## src/include/trps_consts.svh

```systemverilog
// Constants of the three-rail power sequencer
`ifndef TRPS_CONSTS_SVH
`define TRPS_CONSTS_SVH
`define TRPS_CLK_HZ 10000000
`define TRPS_CNT_W 24
`define TRPS_DELAY_MS 30
`define TRPS_DELAY_CYC ((`TRPS_DELAY_MS * `TRPS_CLK_HZ) / 1000)
`define TRPS_REFRESH_US 400
`define TRPS_REFRESH_CYC ((`TRPS_REFRESH_US * `TRPS_CLK_HZ) / 1000000)
`define TRPS_SETTLE_MS 120
`define TRPS_SETTLE_CYC ((`TRPS_SETTLE_MS * `TRPS_CLK_HZ) / 1000)
`define TRPS_ORDER_REVERSE 3'h1
`define TRPS_CTRL_OFS 12'h000
`define TRPS_STATUS_OFS 12'h004
`define TRPS_CONFIG_OFS 12'h008
`define TRPS_CTRL_GATE_BIT 0
`define TRPS_CTRL_RST 32'h00000001
`endif

```

## src/include/trps_pkg.sv

```systemverilog
// Types of the three-rail power sequencer
package trps_pkg;
   typedef enum logic [2:0] {
      ST_OFF,
      ST_UP,
      ST_ON,
      ST_SETTLE,
      ST_DOWN
   } trps_state_e;

   // Flag index (0..2) cleared at each power-down step
   typedef struct packed {
      logic [1:0] third;
      logic [1:0] second;
      logic [1:0] first;
   } trps_order_s;

   typedef struct packed {
      logic [19:0] zero;
      trps_state_e state;
      logic [1:0] step;
      logic enable;
      logic [2:0] pin;
      logic [2:0] released;
   } trps_status_s;
endpackage

```

## src/rtl/trps_delay_timer.sv

```systemverilog
// Delay counter shared by all sequencing steps
`timescale 1ns/100ps
`include "trps_consts.svh"
module trps_delay_timer (
   input wire logic i_mclk,
   input wire logic i_rst,
   input wire logic i_restart,
   input wire logic [`TRPS_CNT_W-1:0] i_limit,
   output logic [`TRPS_CNT_W-1:0] o_count,
   output logic o_done
);
   logic [`TRPS_CNT_W-1:0] count_q;

   assign o_done = (count_q == i_limit - `TRPS_CNT_W'(1));
   assign o_count = count_q;

   // Holds at limit minus one so done stays up until the next restart
   always_ff @(posedge i_mclk) begin
      if (i_rst || i_restart) begin
         count_q <= '0;
      end else if (!o_done) begin
         count_q <= count_q + `TRPS_CNT_W'(1);
      end
   end
endmodule // trps_delay_timer

```

## src/rtl/trps_sequencer.sv

```systemverilog
// Three-rail power sequencer with APB status and control
// Function
// - after enable, release outputs 1, 2, 3 in turn, each after its delay
// - after enable falls, pull outputs low one at a time
// - option codes 1..6 choose power-down order; power-up always 1-2-3
// - six delays, one timing option of 10, 30, 60 or 120 ms
// - first three delays time power-up, last three time power-down
// - first up and first down delays carry an extra 400 us
// - every delay within plus or minus 15 percent of nominal
// - default build uses 30 ms delays and reverse power-down order
// - delays and power-down order are build-time parameters
// - outputs are open drain: drive low, or release to the pull-up
// - all outputs stay low from reset until enable first rises
// - enable drop before first release resets timer, outputs stay low
// - drop mid power-up finishes power-up, waits 120 ms, then powers down
// - first down timer starts at enable fall, others after previous step
//
// The APB slave port and the address map were decided locally.
`timescale 1ns/100ps
`include "trps_consts.svh"
module trps_sequencer #(
   // Standard build: 30 ms on all six timers, reverse order
   parameter logic [`TRPS_CNT_W-1:0] P_UP_DELAY_FIRST =
      `TRPS_CNT_W'(`TRPS_DELAY_CYC),
   parameter logic [`TRPS_CNT_W-1:0] P_UP_DELAY_SECOND =
      `TRPS_CNT_W'(`TRPS_DELAY_CYC),
   parameter logic [`TRPS_CNT_W-1:0] P_UP_DELAY_THIRD =
      `TRPS_CNT_W'(`TRPS_DELAY_CYC),
   parameter logic [`TRPS_CNT_W-1:0] P_DOWN_DELAY_FIRST =
      `TRPS_CNT_W'(`TRPS_DELAY_CYC),
   parameter logic [`TRPS_CNT_W-1:0] P_DOWN_DELAY_SECOND =
      `TRPS_CNT_W'(`TRPS_DELAY_CYC),
   parameter logic [`TRPS_CNT_W-1:0] P_DOWN_DELAY_THIRD =
      `TRPS_CNT_W'(`TRPS_DELAY_CYC),
   parameter logic [`TRPS_CNT_W-1:0] P_REFRESH =
      `TRPS_CNT_W'(`TRPS_REFRESH_CYC),
   parameter logic [`TRPS_CNT_W-1:0] P_SETTLE =
      `TRPS_CNT_W'(`TRPS_SETTLE_CYC),
   parameter logic [2:0] P_DOWN_ORDER = `TRPS_ORDER_REVERSE
) (
   input wire logic i_mclk,
   input wire logic i_rst,
   input wire logic i_enable,
   input wire logic [2:0] i_rail_release_out,
   output logic [2:0] o_rail_release_out,
   output logic [2:0] o_rail_release_out_oe,
   input wire logic i_psel,
   input wire logic i_penable,
   input wire logic i_pwrite,
   input wire logic [11:0] i_paddr,
   input wire logic [31:0] i_pwdata,
   output logic [31:0] o_prdata,
   output logic o_pready,
   output logic o_pslverr
);
   function automatic trps_pkg::trps_order_s f_order(input logic [2:0] opt);
      trps_pkg::trps_order_s o;
      case (opt)
         3'h1: o = '{first: 2'h2, second: 2'h1, third: 2'h0};
         3'h2: o = '{first: 2'h2, second: 2'h0, third: 2'h1};
         3'h3: o = '{first: 2'h1, second: 2'h2, third: 2'h0};
         3'h4: o = '{first: 2'h1, second: 2'h0, third: 2'h2};
         3'h5: o = '{first: 2'h0, second: 2'h2, third: 2'h1};
         3'h6: o = '{first: 2'h0, second: 2'h1, third: 2'h2};
         default: o = '{first: 2'h2, second: 2'h1, third: 2'h0};
      endcase
      return o;
   endfunction

   localparam trps_pkg::trps_order_s ORDER = f_order(P_DOWN_ORDER);
   localparam logic [31:0] CTRL_RST = `TRPS_CTRL_RST;

   trps_pkg::trps_state_e state_q, state_d;
   logic [1:0] step_q, step_d;
   logic [2:0] released_q, released_d;
   logic abort_q, abort_d;
   logic en_meta_q, en_sync_q, en_prev_q, en_eff, en_fall;
   logic [2:0] pin_meta_q, pin_sync_q;
   logic ctrl_gate_q;
   logic [31:0] prdata_q;
   logic tmr_restart, tmr_done;
   logic [`TRPS_CNT_W-1:0] tmr_limit, tmr_count;
   logic [1:0] dn_flag;
   trps_pkg::trps_status_s status;

   // Pin inputs pass two flops before any logic looks at them
   always_ff @(posedge i_mclk) begin
      if (i_rst) begin
         en_meta_q <= 1'b0;
         en_sync_q <= 1'b0;
         pin_meta_q <= 3'h0;
         pin_sync_q <= 3'h0;
      end else begin
         en_meta_q <= i_enable;
         en_sync_q <= en_meta_q;
         pin_meta_q <= i_rail_release_out;
         pin_sync_q <= pin_meta_q;
      end
   end

   assign en_eff = en_sync_q & ctrl_gate_q;
   assign en_fall = en_prev_q & ~en_eff;

   always_ff @(posedge i_mclk) begin
      if (i_rst) begin
         en_prev_q <= 1'b0;
      end else begin
         en_prev_q <= en_eff;
      end
   end

   always_comb begin
      case (step_q)
         2'h0: dn_flag = ORDER.first;
         2'h1: dn_flag = ORDER.second;
         default: dn_flag = ORDER.third;
      endcase
   end

   // Step delay; refresh offset only on the first step of each direction
   always_comb begin
      case (state_q)
         trps_pkg::ST_UP: begin
            case (step_q)
               2'h0: tmr_limit = P_UP_DELAY_FIRST + P_REFRESH;
               2'h1: tmr_limit = P_UP_DELAY_SECOND;
               default: tmr_limit = P_UP_DELAY_THIRD;
            endcase
         end
         trps_pkg::ST_DOWN: begin
            case (step_q)
               2'h0: tmr_limit = P_DOWN_DELAY_FIRST + P_REFRESH;
               2'h1: tmr_limit = P_DOWN_DELAY_SECOND;
               default: tmr_limit = P_DOWN_DELAY_THIRD;
            endcase
         end
         trps_pkg::ST_SETTLE: tmr_limit = P_SETTLE;
         default: tmr_limit = P_UP_DELAY_FIRST;
      endcase
   end

   // Exact cycle counts keep every delay well inside the tolerance
   trps_delay_timer u_timer (
      .i_mclk(i_mclk),
      .i_rst(i_rst),
      .i_restart(tmr_restart),
      .i_limit(tmr_limit),
      .o_count(tmr_count),
      .o_done(tmr_done)
   );

   always_comb begin
      state_d = state_q;
      step_d = step_q;
      released_d = released_q;
      abort_d = abort_q;
      tmr_restart = 1'b0;
      case (state_q)
         trps_pkg::ST_OFF: begin
            released_d = 3'h0;
            abort_d = 1'b0;
            if (en_eff) begin
               state_d = trps_pkg::ST_UP;
               step_d = 2'h0;
               tmr_restart = 1'b1;
            end
         end
         trps_pkg::ST_UP: begin
            if (step_q == 2'h0 && !en_eff) begin
               state_d = trps_pkg::ST_OFF;
            end else if (tmr_done) begin
               released_d[step_q] = 1'b1;
               // A fall on the release edge must not be lost
               abort_d = abort_q | en_fall;
               tmr_restart = 1'b1;
               if (step_q == 2'h2) begin
                  step_d = 2'h0;
                  state_d = (abort_q || en_fall) ? trps_pkg::ST_SETTLE
                                                 : trps_pkg::ST_ON;
               end else begin
                  step_d = step_q + 2'h1;
               end
            end else if (en_fall) begin
               // Falling edge restarts the running step, power-up goes on
               abort_d = 1'b1;
               tmr_restart = 1'b1;
            end
         end
         trps_pkg::ST_ON: begin
            if (!en_eff) begin
               state_d = trps_pkg::ST_DOWN;
               step_d = 2'h0;
               tmr_restart = 1'b1;
            end
         end
         trps_pkg::ST_SETTLE: begin
            if (tmr_done) begin
               state_d = trps_pkg::ST_DOWN;
               step_d = 2'h0;
               tmr_restart = 1'b1;
            end
         end
         trps_pkg::ST_DOWN: begin
            if (tmr_done) begin
               released_d[dn_flag] = 1'b0;
               tmr_restart = 1'b1;
               if (step_q == 2'h2) begin
                  state_d = trps_pkg::ST_OFF;
                  step_d = 2'h0;
               end else begin
                  step_d = step_q + 2'h1;
               end
            end
         end
         default: begin
            state_d = trps_pkg::ST_OFF;
            step_d = 2'h0;
            released_d = 3'h0;
            abort_d = 1'b0;
         end
      endcase
   end

   always_ff @(posedge i_mclk) begin
      if (i_rst) begin
         state_q <= trps_pkg::ST_OFF;
         step_q <= 2'h0;
         released_q <= 3'h0;
         abort_q <= 1'b0;
      end else begin
         state_q <= state_d;
         step_q <= step_d;
         released_q <= released_d;
         abort_q <= abort_d;
      end
   end

   // Open drain: pull low unless released
   genvar g;
   generate
      for (g = 0; g < 3; g++) begin : g_pin
         assign o_rail_release_out[g] = 1'b0;
         assign o_rail_release_out_oe[g] = ~released_q[g];
      end
   endgenerate

   // APB slave, zero wait states; read data set up in the setup phase
   logic apb_setup, apb_access, addr_ok;
   assign apb_setup = i_psel & ~i_penable;
   assign apb_access = i_psel & i_penable;
   assign addr_ok = (i_paddr == `TRPS_CTRL_OFS) ||
                    (i_paddr == `TRPS_STATUS_OFS) ||
                    (i_paddr == `TRPS_CONFIG_OFS);
   assign o_pready = 1'b1;
   assign o_pslverr = apb_access & ~addr_ok;
   assign o_prdata = prdata_q;

   always_comb begin
      status = '0;
      status.state = state_q;
      status.step = step_q;
      status.enable = en_sync_q;
      status.pin = pin_sync_q;
      status.released = released_q;
   end

   always_ff @(posedge i_mclk) begin
      if (i_rst) begin
         ctrl_gate_q <= CTRL_RST[`TRPS_CTRL_GATE_BIT];
      end else if (apb_access && i_pwrite &&
                   i_paddr == `TRPS_CTRL_OFS) begin
         ctrl_gate_q <= i_pwdata[`TRPS_CTRL_GATE_BIT];
      end
   end

   always_ff @(posedge i_mclk) begin
      if (i_rst) begin
         prdata_q <= 32'h00000000;
      end else if (apb_setup && !i_pwrite) begin
         case (i_paddr)
            `TRPS_CTRL_OFS: prdata_q <= {31'h0, ctrl_gate_q};
            `TRPS_STATUS_OFS: prdata_q <= status;
            `TRPS_CONFIG_OFS: prdata_q <= {29'h0, P_DOWN_ORDER};
            default: prdata_q <= 32'h00000000;
         endcase
      end
   end
endmodule // trps_sequencer

```

## config.mk

```make
export PLATFORM = sky130hd
export DESIGN_NAME = trps_sequencer
export DESIGN_NICKNAME = d
export VERILOG_FILES = /design/src/include/trps_pkg.sv /design/src/rtl/trps_delay_timer.sv /design/src/rtl/trps_sequencer.sv
export VERILOG_INCLUDE_DIRS = /design/src /design/src/include
export SDC_FILE = /design/constraint.sdc
export NUM_CORES = 1
export LEC_CHECK = 0
export ABC_CLOCK_PERIOD_IN_PS = 2600
export BUFFER_PORTS_ARGS = -buffer_cell sky130_fd_sc_hd__buf_2
export CAP_MARGIN = 40
export CORE_ASPECT_RATIO = 0.8
export CORE_UTILIZATION = 50
export CTS_CLUSTER_SIZE = 10
export DETAILED_ROUTE_END_ITERATION = 10
export HOLD_SLACK_MARGIN = 0.12
export PLACE_DENSITY = 0.78
export SYNTH_ARGS = -nofsm -noshare
export SYNTH_HDL_FRONTEND = slang
export SYNTH_SLANG_ARGS = --single-unit
```

## constraint.sdc

```tcl
create_clock -name i_mclk -period 2.6 [get_ports i_mclk]
set_clock_uncertainty 0.2 [all_clocks]
set_input_delay 0.52 -clock i_mclk [delete_from_list [all_inputs] [get_ports i_mclk]]
set_output_delay 0.52 -clock i_mclk [all_outputs]
set_load 0.005 [all_outputs]
```

==> results.json <==
{
  "tritoncts": "built",
  "ys_seq_elements": 55,
  "die_y_um": 70.82,
  "path_cells": "buf_2, or4_1, nor4_2, a21oi_1, buf_2",
  "peakVddDrop_mv": 0.2548,
  "fmax_mhz": 389.4,
  "synth_most_common_cell": "dfxtp_1",
  "hold_depth": 2,
  "powerDensity_nw_per_um2": 449.0,
  "yosysSeqAreaShare_pct": 37.19,
  "gr-total-overflow": 0,
  "clk_path_buf_depth": 2,
  "drtIter0Drc": 181,
  "vias_per_cell": 5.303,
  "drive_above_1_share_pct": 18.14,
  "drc_errors": 0,
  "io_buffer_count": 37,
  "maxCapViolCount": 0,
  "drt_pass1_iterations": 4,
  "vias": 2519,
  "cp-start-kind": "input pin",
  "synth_area_um2": 2960,
  "placed_cells": 466,
  "min-delay-start": "i_rail_release_out[0]",
  "cpMostUsedCell": "buf_2",
  "yosysTopAreaCellShare_pct": 37.19,
  "fillers": 515,
  "cts_resized": 0,
  "holdPathEnd": "pin_meta_q[0]",
  "rr_worst_depth": 6,
  "crit_start": "i_paddr[7]",
  "grt_max_degree": 22,
  "crit_required_ns": 1.88,
  "rsz0062_at_grt": "no",
  "die_area_um2": 6234,
  "status": "completed",
  "track_usage_pct": 21.19,
  "clockRootBuffer": "clkbuf_8",
  "max_slew_margin_pct": 61.35,
  "finalHoldViolCount": 0,
  "place_congestion": 0.8613,
  "io_pins": 93,
  "cts_made_buffers": 5,
  "fin_crit_sh_pct": 98.78,
  "ys_warn_count": 0,
  "reg2reg_slack_ns": 0.14,
  "synth.area.top_cells": "dfxtp_1 (37%), nor2_1 (6.7%), buf_4 (6.6%)",
  "grt_pass1_vias": 2281,
  "ant_nets": 0,
  "min_path_type": "input pin to flip-flop",
  "rows": 24,
  "synth_top_area_cell": "dfxtp_1",
  "worst_r2r_startpoint": "state_q[0]",
  "synth_cells": 361,
  "synth_top_flop_cell": "dfxtp_1",
  "path_clk_slew_ns": 0.11,
  "htreeDepth": 2,
  "insertion_delay_ns": 0.32,
  "finalSetupTns_ns": 0,
  "synthToLayoutAreaGrowth_pct": 9.510,
  "die_x_um": 88.03,
  "grt_pass1_wl_um": 10450,
  "cp_max_fo": 4,
  "tightest_slew_ns": 0.5765,
  "synth_common_cells": "dfxtp_1 (55), nor2_1 (53), buf_4 (26)",
  "max_stage_delay_ns": 0.53,
  "synthArstFlopShare_pct": 0,
  "core-area_um2": 5585,
  "diodes": 0,
  "ys_types": 58,
  "start_util_pct": 53.00,
  "hold_ws_ns": 0.1909,
  "fin_cells": 475,
  "synth_area_per_cell_um2": 8.200,
  "worstReg2RegEnd": "state_q[2]",
  "arrival_ns": 1.85,
  "slowest_stage": "or4_1",
  "clock_sinks": 55,
  "critPathCaptureType": "primary output",
  "leakage_uw": 0.001246,
  "synth-edff-count": 0,
  "detail_route.wl_per_cell_um": 12.81,
  "antenna_found_initial": 0,
  "wl_um": 6086,
  "crit_type": "input pin to primary output",
  "dp.final_hpwl_um": 4406,
  "nNetsFinal": 450,
  "setup_viol": 0,
  "drv_slew": 0,
  "min_period_ns": 2.568
}
[metal layers]
metal | part of all wire (%) | global-route usage, % | wire length [um]
met1 | 49 | 31.04 | 3011
met2 | 45 | 30.92 | 2720
met3 | 4.6 | 4.317 | 278
met4 | 1.2 | 7.348 | 76
met5 | 0 | 0 | 0
[placed cells by master (no fill, tap or decap), types with 4 or more instances in the layout]
cell type	netlist	layout
inv_1	11	11
nor3_1	7	7
a21oi_1	13	13
nand3_1	17	17
buf_2	5	37
nand2_1	23	23
nand4_1	11	11
clkbuf_8	0	5
o21ai_0	9	9
buf_4	26	13
nor2_1	53	53
conb_1	2	24
xnor2_1	16	16
dfxtp_1	55	55
or3_1	4	4
and2_1	6	6
a22oi_1	12	12
nor2b_1	16	16
and3_1	5	5
[state kept, by name (all words and copies together), names as in the netlist, 2 cells and up]
register         count
o_prdata            12
pin_meta_q           3
pin_sync_q           3
released_q           3
state_q              3
step_q               2
u_timer.o_count     24
[metrics by stage]
step	area [um^2]	worst slack [ns]	util (%)	power (uW)
after floorplan	3043	0.2618	-	958.5
after global placement	3132	0.1229	56.07	957.6
after detailed placement	3132	0.03611	56.07	960.9
after CTS	3234	0.05353	57.91	1469
after global routing	3242	0.004570	58.04	1515
final	3242	0.03171	58.04	1456
[final cells by class]
| class | instances | area, um^2 | share of cell area [%] |
|---|---|---|---|
| inverter | 11 | 41.29 | 1.274 |
| clock inverter | 3 | 33.78 | 1.042 |
| multi-input combinational | 273 | 1617 | 49.86 |
| clock buffer | 5 | 68.82 | 2.123 |
| timing repair buffer | 50 | 282.8 | 8.722 |
| tap | 78 | 97.59 | 3.010 |
| sequential | 55 | 1101 | 33.96 |
[worst max-delay path by stage]
stage	cells after the start	end
global placement	5	o_pslverr
CTS	5	o_pslverr
global route	5	o_pslverr
finish	5	o_pslverr
detailed placement	8	o_prdata[5]
floorplan	7	o_prdata[10]
[kinds of logic after synthesis]
logic type	share of synthesized area (%)
DFF	37.19
buffers and inverters	10.99
muxes	1.775
adders and majority gates	0.4226
and+or+nand+nor	30.26
xor gates and xnor gates	5.621
other	0.2537
AOI/OAI and AO/OA	13.48
[critical path, delay by kind of cell]
family,cells,cell delay (ns)
and+or+nand+nor,2,0.95
AOI/OAI and AO/OA,1,0.13
buffers and inverters,2,0.24
[power by group]
group	internal (uW)	total, uW	switching [uW]
sequential	852	860	7.91
combinational	31.5	82.8	51.2
clock	203	513	309
total	1090	1460	369
[timing repair]
item                       in CTS  in global routing
setup endpoints to repair       0                  4
hold buffers                    0                  0
setup buffers                   0                  1
(Power assumes the default switching activity.)
